<file path="config.mk">
export PLATFORM = sky130hd
export DESIGN_NAME = atc_amp_trim_control_regs
export DESIGN_NICKNAME = d
export VERILOG_FILES = /design/src/common/atc_pkg.sv /design/src/rtl/atc_amp_trim_control_regs.sv
export SDC_FILE = /design/constraint.sdc
export NUM_CORES = 1
export LEC_CHECK = 0
export ABC_AREA = 1
export BUFFER_PORTS_ARGS = -buffer_cell sky130_fd_sc_hd__buf_2
export CAP_MARGIN = 0
export CORE_MARGIN = 1.5
export CORE_UTILIZATION = 51
export CTS_CLUSTER_SIZE = 30
export DETAILED_ROUTE_END_ITERATION = 7
export GPL_TIMING_DRIVEN = 0
export PLACE_DENSITY = 0.89
export SYNTH_ARGS = -nofsm -noshare
export SYNTH_HDL_FRONTEND = slang
export SYNTH_SLANG_ARGS = --single-unit
</file>
<file path="constraint.sdc">
create_clock -name i_ref_clk -period 1 [get_ports i_ref_clk]
set_clock_uncertainty 0.05 [all_clocks]
set_input_delay 0.1 -clock i_ref_clk [delete_from_list [all_inputs] [get_ports i_ref_clk]]
set_output_delay 0.1 -clock i_ref_clk [all_outputs]
set_load 0.005 [all_outputs]
</file>
<file path="src/common/atc_pkg.sv">
// ************************************************************
// amplifier trim control package
// ************************************************************
package atc_pkg;

    // register offsets (own choice, byte wide registers)
    localparam logic [3:0] ATC_OFF_AMP0_CONTROL     = 4'h0;
    localparam logic [3:0] ATC_OFF_AMP1_CONTROL     = 4'h1;
    localparam logic [3:0] ATC_OFF_AMP0_OFFSET_TRIM = 4'h2;
    localparam logic [3:0] ATC_OFF_AMP1_OFFSET_TRIM = 4'h3;
    localparam logic [3:0] ATC_OFF_GAIN_RES         = 4'h4;

    // field positions in control register
    localparam int ATC_CTL_ENABLE_BIT = 6;
    localparam int ATC_CTL_STATUS_BIT = 5;
    // field positions in calibration register
    localparam int ATC_CAL_MODE_BIT   = 7;
    localparam int ATC_CAL_REF_BIT    = 6;

    // reset values
    localparam logic [7:0] ATC_CONTROL_RST  = 8'h00;
    localparam logic [7:0] ATC_TRIM_RST     = 8'h20;
    localparam logic [7:0] ATC_GAIN_RES_RST = 8'h00;

    // bandwidth selector codes
    typedef enum logic [1:0] {
        ATC_BW_5KHZ   = 2'b00,
        ATC_BW_40KHZ  = 2'b01,
        ATC_BW_600KHZ = 2'b10,
        ATC_BW_2MHZ   = 2'b11
    } atc_bw_t;

    // analogue controls for one amplifier
    typedef struct packed {
        logic       enable;
        atc_bw_t    bandwidth_sel;
        logic       cal_mode;
        logic       cal_ref_sel;
        logic [5:0] trim_code;
    } atc_amp_ctl_t;

    // gain resistor controls
    typedef struct packed {
        logic [1:0] res_c_code;
        logic [5:0] res_b_code;
    } atc_gain_t;

endpackage : atc_pkg

</file>
<file path="src/rtl/atc_amp_trim_control_regs.sv">
// Contract
// (RULE1) control bit 6 enables amplifier, resets 0
// (RULE2) control bit 5 read-only amplifier status
// (RULE3) status reads 0 outside calibration mode
// (RULE4) control bits 1:0 select bandwidth
// (RULE5) calibration bit 7 selects calibration mode
// (RULE6) calibration bit 6 selects reference input
// (RULE7) six-bit trim code, register resets 0x20
// (RULE8) gain bits 5:0 times 100 kilohm
// (RULE9) control bits 7, 4:2 read zero
// (RULE10) software sets shared pins before calibrating
// (RULE11) software sets mode and reference both
// (RULE12) software scans trim upward from zero
// (RULE13) software scans trim downward from full
// (RULE14) software writes back truncated average
// (RULE15) gain bits 7:6 select 10-40 kilohm
// (RULE16) amp1 bandwidth uses same encoding
// (RULE17) new trim reaches amplifier next clock
//
// Decided for this implementation: strobed register access and the register addresses.
`timescale 1ns/1ps
`default_nettype none

module atc_amp_trim_control_regs
    import atc_pkg::*;
(
    input  wire logic        i_ref_clk,
    input  wire logic        i_resetn,
    input  wire logic [3:0]  i_addr,
    input  wire logic [7:0]  i_wdata,
    input  wire logic        i_wr,
    input  wire logic        i_rd,
    input  wire logic [1:0]  i_amp_out,
    output logic      [7:0]  o_rdata,
    output atc_amp_ctl_t     o_amp0,
    output atc_amp_ctl_t     o_amp1,
    output atc_gain_t        o_gain
);

    // ************************************************************
    // input synchronisers
    // ************************************************************
    logic [1:0] amp_out_meta;
    logic [1:0] amp_out_sync;

    // two stage capture of comparator levels from the analogue side
    always_ff @(posedge i_ref_clk or negedge i_resetn) begin
        if (!i_resetn) begin
            amp_out_meta <= 2'h0;
            amp_out_sync <= 2'h0;
        end else begin
            amp_out_meta <= i_amp_out;
            amp_out_sync <= amp_out_meta;
        end
    end

    // ************************************************************
    // write decode
    // ************************************************************
    logic wr_ctl0;
    logic wr_ctl1;
    logic wr_trim0;
    logic wr_trim1;
    logic wr_gain;

    // one strobe per register
    assign wr_ctl0  = i_wr && (i_addr == ATC_OFF_AMP0_CONTROL);
    assign wr_ctl1  = i_wr && (i_addr == ATC_OFF_AMP1_CONTROL);
    assign wr_trim0 = i_wr && (i_addr == ATC_OFF_AMP0_OFFSET_TRIM);
    assign wr_trim1 = i_wr && (i_addr == ATC_OFF_AMP1_OFFSET_TRIM);
    assign wr_gain  = i_wr && (i_addr == ATC_OFF_GAIN_RES);

    // ************************************************************
    // amplifier control and calibration, one slice per amplifier
    // ************************************************************
    logic [1:0]   wr_ctl;
    logic [1:0]   wr_trim;
    atc_amp_ctl_t amp_ctl [2];

    // per amplifier strobes, index is the amplifier number
    assign wr_ctl  = {wr_ctl1, wr_ctl0};
    assign wr_trim = {wr_trim1, wr_trim0};

    // both amplifiers share layout and encoding
    for (genvar g = 0; g < 2; g++) begin : g_amp
        logic       enable;
        atc_bw_t    bandwidth_sel;
        logic       cal_mode;
        logic       cal_ref_sel;
        logic [5:0] trim_code;

        // only enable and bandwidth are stored, status is never written
        always_ff @(posedge i_ref_clk or negedge i_resetn) begin
            if (!i_resetn) begin
                enable        <= ATC_CONTROL_RST[ATC_CTL_ENABLE_BIT];
                bandwidth_sel <= atc_bw_t'(ATC_CONTROL_RST[1:0]);
            end else if (wr_ctl[g]) begin
                enable        <= i_wdata[ATC_CTL_ENABLE_BIT];   // RULE1
                bandwidth_sel <= atc_bw_t'(i_wdata[1:0]);       // RULE4 RULE16
            end
        end

        // calibration fields drive the trim directly from the register
        always_ff @(posedge i_ref_clk or negedge i_resetn) begin
            if (!i_resetn) begin
                cal_mode    <= ATC_TRIM_RST[ATC_CAL_MODE_BIT];
                cal_ref_sel <= ATC_TRIM_RST[ATC_CAL_REF_BIT];
                trim_code   <= ATC_TRIM_RST[5:0];
            end else if (wr_trim[g]) begin
                cal_mode    <= i_wdata[ATC_CAL_MODE_BIT];   // RULE5
                cal_ref_sel <= i_wdata[ATC_CAL_REF_BIT];    // RULE6
                trim_code   <= i_wdata[5:0];                // RULE7 RULE17
            end
        end

        // fields leave the flops with no logic between
        assign amp_ctl[g] = {enable, bandwidth_sel, cal_mode, cal_ref_sel, trim_code};
    end

    // outputs come straight from the slice registers
    assign o_amp0 = amp_ctl[0];
    assign o_amp1 = amp_ctl[1];

    // ************************************************************
    // gain resistor register
    // ************************************************************
    // low field sets code times 100k, top field picks 10k..40k
    always_ff @(posedge i_ref_clk or negedge i_resetn) begin
        if (!i_resetn) begin
            o_gain <= ATC_GAIN_RES_RST;
        end else if (wr_gain) begin
            o_gain.res_b_code <= i_wdata[5:0];   // RULE8
            o_gain.res_c_code <= i_wdata[7:6];   // RULE15
        end
    end

    // ************************************************************
    // status and read path
    // ************************************************************
    logic [1:0] out_status;
    logic [7:0] next_rdata;

    // status is masked to zero unless in calibration mode
    assign out_status[0] = o_amp0.cal_mode & amp_out_sync[0];   // RULE2 RULE3
    assign out_status[1] = o_amp1.cal_mode & amp_out_sync[1];   // RULE2 RULE3

    // read mux, unused bits and unmapped addresses read zero
    always_comb begin
        next_rdata = 8'h00;
        case (i_addr)
            ATC_OFF_AMP0_CONTROL: begin
                next_rdata = {1'b0, o_amp0.enable, out_status[0], 3'h0, o_amp0.bandwidth_sel};   // RULE9
            end
            ATC_OFF_AMP1_CONTROL: begin
                next_rdata = {1'b0, o_amp1.enable, out_status[1], 3'h0, o_amp1.bandwidth_sel};   // RULE9
            end
            ATC_OFF_AMP0_OFFSET_TRIM: begin
                next_rdata = {o_amp0.cal_mode, o_amp0.cal_ref_sel, o_amp0.trim_code};
            end
            ATC_OFF_AMP1_OFFSET_TRIM: begin
                next_rdata = {o_amp1.cal_mode, o_amp1.cal_ref_sel, o_amp1.trim_code};
            end
            ATC_OFF_GAIN_RES: begin
                next_rdata = o_gain;
            end
            default: begin
                next_rdata = 8'h00;
            end
        endcase
    end

    // read data valid one cycle after the strobe, zero otherwise
    always_ff @(posedge i_ref_clk or negedge i_resetn) begin
        if (!i_resetn) begin
            o_rdata <= 8'h00;
        end else if (i_rd) begin
            o_rdata <= next_rdata;
        end else begin
            o_rdata <= 8'h00;
        end
    end
endmodule : atc_amp_trim_control_regs

`default_nettype wire

</file>
### Word-level counts from Yosys, hierarchy flattened

Index checks and enable logic that the tools add are counted.

* flip-flop bits (word level): 42
* bits in latches: 0
* memory bits (writable): 0
* memory bits (read-only): 0
* input bits: 18
* output and inout bits: 38
* word-level logic and storage cells: 29
* memories kept: 0

* $add $sub $neg: 0
* $mul: 0
* divide/modulo/power cells: 0
* magnitude comparators: 0
* equal/unequal tests: 4
* shifts and indexed selects: 0
* muxes and demuxes: 2
* bitwise operators: 2
* reduce and logical (&&, ||, !) cells: 6

Operators by type and width (number)
* $pmux 8 s5: 1
* $eq 4x2->1 const B: 2
* $mux 8: 1
* $logic_and 1x1->1: 5
* $eq 4x1->1 const B: 1
* $eq 4x3->1 const B: 1
* $logic_not 4->1: 1
* $and 1x1->1: 2

### Longest topological paths before layout

* word-level depth: 3
* depth in mapped cells: 7
* mapped depth without buffers: 7

### Worst setup path after synthesis

OpenSTA, ideal clock, no wires.

* path kind: input-to-reg
* from: input i_addr[2]
* to: register g_amp[1].trim_code[3]
* library setup time: 0.118 ns
* arrival time: 0.775 ns
* required time: 0.832 ns
* slack: 0.057 ns
* stages on the path: 7
* path buffers: 1
* cells stage by stage: inv_1 > nand2_1 > nor2_4 > nand2_4 > buf_6 > nand2_2 > o21ai_2

* word-level cells in the longest chain between the ends: 2

RTL lines
* start, declared: line atc_amp_trim_control_regs.sv:29 `input wire logic [3:0] i_addr,`
* $eq 4x2->1: line atc_amp_trim_control_regs.sv:70 `assign wr_trim1 = i_wr && (i_addr == ATC_OFF_AMP1_OFFSET_TRIM);`
* $logic_and 1x1->1: line atc_amp_trim_control_regs.sv:70
* end signal, assigned: line atc_amp_trim_control_regs.sv:108 `trim_code <= ATC_TRIM_RST[5:0];`
* end signal, assigned: line atc_amp_trim_control_regs.sv:112 `trim_code <= i_wdata[5:0];`
* end, declared: line atc_amp_trim_control_regs.sv:90 `logic [5:0] trim_code;`

No other way between the ends.
A chain may end at the register's enable or synchronous reset.

### Worst setup path in the final report

* from: register g_amp[1].cal_mode
* to: output o_amp1[7] (netlist name)

RTL lines
* start, declared: line atc_amp_trim_control_regs.sv:88 `logic cal_mode;`
* start signal, assigned: line atc_amp_trim_control_regs.sv:106 `cal_mode <= ATC_TRIM_RST[ATC_CAL_MODE_BIT];`
* start signal, assigned: line atc_amp_trim_control_regs.sv:110 `cal_mode <= i_wdata[ATC_CAL_MODE_BIT];`
* end, declared: line atc_amp_trim_control_regs.sv:36 `output atc_amp_ctl_t o_amp1,`

No word-level cell between the ends.

==> impl_metrics.toml <==
[worst_setup_path]
critPathMaxStageDelay_ns = 0.42
critical-path-top-cell-by-count = "sky130_fd_sc_hd__buf_6"
worstPathMaxFanout = 2
crit_cells = 2
worstSetupPathType = "reg -> out"
cp.required_ns = 0.85
worstSetupEndpointType = "output pin"
timing.rr.start = "g_amp[1].cal_mode"
critical_path.slowest_cell = "sky130_fd_sc_hd__dfrtp_1"
cells_on_worst_reg2reg_path = 7
worst_setup_path_startpoint = "g_amp[1].cal_mode"
critPathArrivalTime_ns = 0.94
cp_top_family = "flip-flops"
reg2reg_setup_slack_ns = -0.09
cp.buffers_inverters = 2
crit_path_cell_trace = "buf_6 -> buf_6"
cp-start-kind = "flip-flop"
regToRegEndpoint = "o_rdata[5]"
crit_path_end = "o_amp1[7]"

[synthesis]
synth_edf_count = 0
most_frequent_cells_after_synthesis = "43 x sky130_fd_sc_hd__nand2_1, 40 x sky130_fd_sc_hd__dfrtp_1, 34 x sky130_fd_sc_hd__nand3_1, 28 x sky130_fd_sc_hd__inv_1, 24 x sky130_fd_sc_hd__o21ai_2"
synth_area_per_cell_um2 = 9.378
synth_flop_cell = "sky130_fd_sc_hd__dfrtp_1"
ys_seq_elements = 42
synthesis.area_mm2 = 0.002007
synthArstFlopShare = 1.000
synth_cell_type_count = 19
gate_count_post_synth = 214
register_area_share_after_synthesis = 0.5249
synth.top_cells.by_area = "sky130_fd_sc_hd__dfrtp_1 50%, sky130_fd_sc_hd__o21ai_2 10%, sky130_fd_sc_hd__nand3_1 8.5%, sky130_fd_sc_hd__nand2_1 8.0%, sky130_fd_sc_hd__inv_1 5.2%"
synth-warning-count = 0
yosysTopAreaCellShare = 0.4988
synth_fp_nets = 232
most_numerous_cell_in_the_yosys_netlist = "sky130_fd_sc_hd__nand2_1"
yosysTopAreaCell = "sky130_fd_sc_hd__dfrtp_1"

[sta]
relSlewSlack = 0.3910
setup-violations-final = 9
finalWorstPathRequiredPeriod_ns = 1.094
rsz0062_at_grt = "yes"
worst_slack_ns = -0.09402
hold_ws_ns = -0.1165
slew_violations = 0
tightestPinTransition_ns = 0.9135
highest_attainable_clock_frequency_mhz = 914.1
min_period_over_period = 1.094
hold_viol_final = 40

[pwr]
vdd_drop_max_v = 0.001323
p_leak_nw = 1.494
power.combinational.fraction = 0.264
p_int_mw = 3.499
power.net_switching_mw = 1.379
power.density_cell_area_mw_per_mm2 = 1770
clock_power_share = 0.281
switching_share_of_power = 0.2827
pwr-share-seq = 0.455

[global_route]
grt_antenna_before_repair = 0
global_route.usage.total = 0.2430
first_global_vias = 1686
grt_first_pass_wirelength_mm = 7.714
globalRouteOverflowTotal = 0
grt_max_degree = 43

[clock_tree]
numClockSinks = 42
cts-buffers-inserted = 5
cts.reportedPaths.clkPinSlew_ns = 0.08
cts_root_buffer = "sky130_fd_sc_hd__clkbuf_8"
clkLatencyLatePin_ns = 0.30
cts_tree = "done"
ctsHoldBuffers = 11
cts-root-to-sink-buffers = 2
cts_max_level = 2

[die]
initial_utilization = 0.5401
die_w_um = 65.73
io-pin-count = 56
placeableCoreArea_mm2 = 0.003716
design.die.area_mm2 = 0.004320
die_h_um = 65.73
std_cell_rows = 22

[cells_and_area]
flow.area_growth_from_synthesis_pct = 37.28
multi_input_comb_area_um2 = 770.7
post_layout_nonfiller_instances = 348
antenna_cells = 0
postLayoutCellArea_mm2 = 0.002755
nNetsFinal = 318
layout.filler_cells = 272
seq_area_mm2 = 0.001054
drive_above_1_share = 0.4567

[route]
detailedRoute.firstIterationViolations = 191
vias_per_cell = 5.207
drc_errors = 0
drt.antenna.violating_nets = 0
route.detailed.wl_per_inst_um = 14.65
via_count = 1812
finalWirelength_mm = 5.099
drt-pass1-iter-count = 4

[hold_path]
min-delay-path-class = "in -> async"

[place]
dpl.cell_count = 317
preCtsSetupSlack_ns = -0.2233
buffer_ports.inserted = 55
gp_congestion = 0.9557
place_hpwl_mm = 3.167
placed_cell_area_mm2 = 0.002342

[status]
violations = "hold timing, setup timing"
status = "finished with violations"

[job]
maxcap_viol_count = 0
-- placed cells by master (no fill, tap or decap) --
cell type	n
sky130_fd_sc_hd__clkbuf_8	6
sky130_fd_sc_hd__o21ai_2	24
sky130_fd_sc_hd__dfstp_2	2
sky130_fd_sc_hd__o21ai_1	6
sky130_fd_sc_hd__buf_2	52
sky130_fd_sc_hd__bufinv_16	1
sky130_fd_sc_hd__nor2_2	2
sky130_fd_sc_hd__buf_4	13
sky130_fd_sc_hd__buf_6	14
sky130_fd_sc_hd__nor2_1	9
sky130_fd_sc_hd__nand3_4	1
sky130_fd_sc_hd__clkbuf_4	1
sky130_fd_sc_hd__nand2_2	8
sky130_fd_sc_hd__and3_1	1
sky130_fd_sc_hd__nor2_4	3
sky130_fd_sc_hd__dlygate4sd3_1	11
sky130_fd_sc_hd__buf_12	1
sky130_fd_sc_hd__dfrtp_1	40
sky130_fd_sc_hd__inv_1	27
sky130_fd_sc_hd__nand2_4	1
sky130_fd_sc_hd__nand3_1	29
sky130_fd_sc_hd__inv_2	1
sky130_fd_sc_hd__nand2_1	40
sky130_fd_sc_hd__nand3_2	7
-- power groups by stage --
stage | logic [mW] | clock network [mW] | registers (mW)
CTS | 1.15 | 1.38 | 2.20
detailed placement | 0.961 | 0 | 2.25
global placement | 0.936 | 0 | 2.25
global route | 1.41 | 1.48 | 2.24
floorplan | 0.518 | 0 | 2.23
finish | 1.29 | 1.37 | 2.22
-- through the flow --
step,util,power [mW],setup TNS [ns]
global placement,0.6303,3.183,-5.787
global route,0.7414,5.134,-1.193
finish,0.7414,4.878,-0.5112
floorplan,-,2.747,0
detailed placement,0.6303,3.213,-6.644
CTS,0.7108,4.732,-0.3850
-- worst reg2reg max path, cell delays in order, from the launching register on --
cell	delay, ns
sky130_fd_sc_hd__dfrtp_1	0.42
sky130_fd_sc_hd__buf_6	0.14
sky130_fd_sc_hd__nand2_2	0.05
sky130_fd_sc_hd__inv_2	0.04
sky130_fd_sc_hd__nand3_2	0.06
sky130_fd_sc_hd__nand3_2	0.07
sky130_fd_sc_hd__nor2_1	0.10
sky130_fd_sc_hd__nor2_1	0.05
-- state kept, by name, indices dropped and copies added, names as in the netlist --
signal and count:
amp_out_meta 2, amp_out_sync 2, g_amp.bandwidth_sel 4, g_amp.cal_mode 2, g_amp.cal_ref_sel 2, g_amp.enable 2, g_amp.trim_code 12, o_gain 8
o_rdata 8
-- final cells by class --
| cell class | instances | area share |
|---|---|---|
| Sequential cell | 42 | 0.3824 |
| Buffer | 9 | 0.03270 |
| Clock buffer | 6 | 0.02997 |
| Multi-Input combinational cell | 131 | 0.2797 |
| Timing Repair Buffer | 83 | 0.2044 |
| Tap cell | 48 | 0.02180 |
| Inverter | 28 | 0.03815 |
| Clock inverter | 1 | 0.01090 |
-- metal layers --
layer,wire length [um],part of all wire,track usage,vias to the layer above
met3,374,0.073,0.05137,13
met5,0,0,0,-
met1,2017,0.40,0.3148,859
li1,-,-,-,845
met4,93,0.018,0.1042,0
met2,2613,0.51,0.3939,95
-- what timing repair did --
item,in CTS,in global routing
resized for setup,7,15
buffers inserted,9,8
hold endpoints to repair,52,40
endpoints found under the setup margin,9,32
pin swaps,0,8
-- worst min path at each step --
stage	startpoint	to	slack, ns	cells past startpoint
after CTS	i_resetn	amp_out_sync[1]	-0.09	1
after global routing	i_resetn	amp_out_meta[1]	-0.04	1
after floorplan	i_resetn	amp_out_meta[0]	-0.25	0
final	i_resetn	o_rdata[1]	-0.12	1
after detailed placement	i_amp_out[1]	amp_out_meta[1]	0.16	1
after global placement	i_amp_out[0]	amp_out_meta[0]	0.16	1
-- cells by family after synthesis --
kind of cell | share of synthesized area
AO/OA/AOI/OAI | 0.1197
buffers and inverters | 0.1072
flip-flops | 0.5249
AND/OR/NAND/NOR | 0.2481
Power figures use the tool's default switching activity.
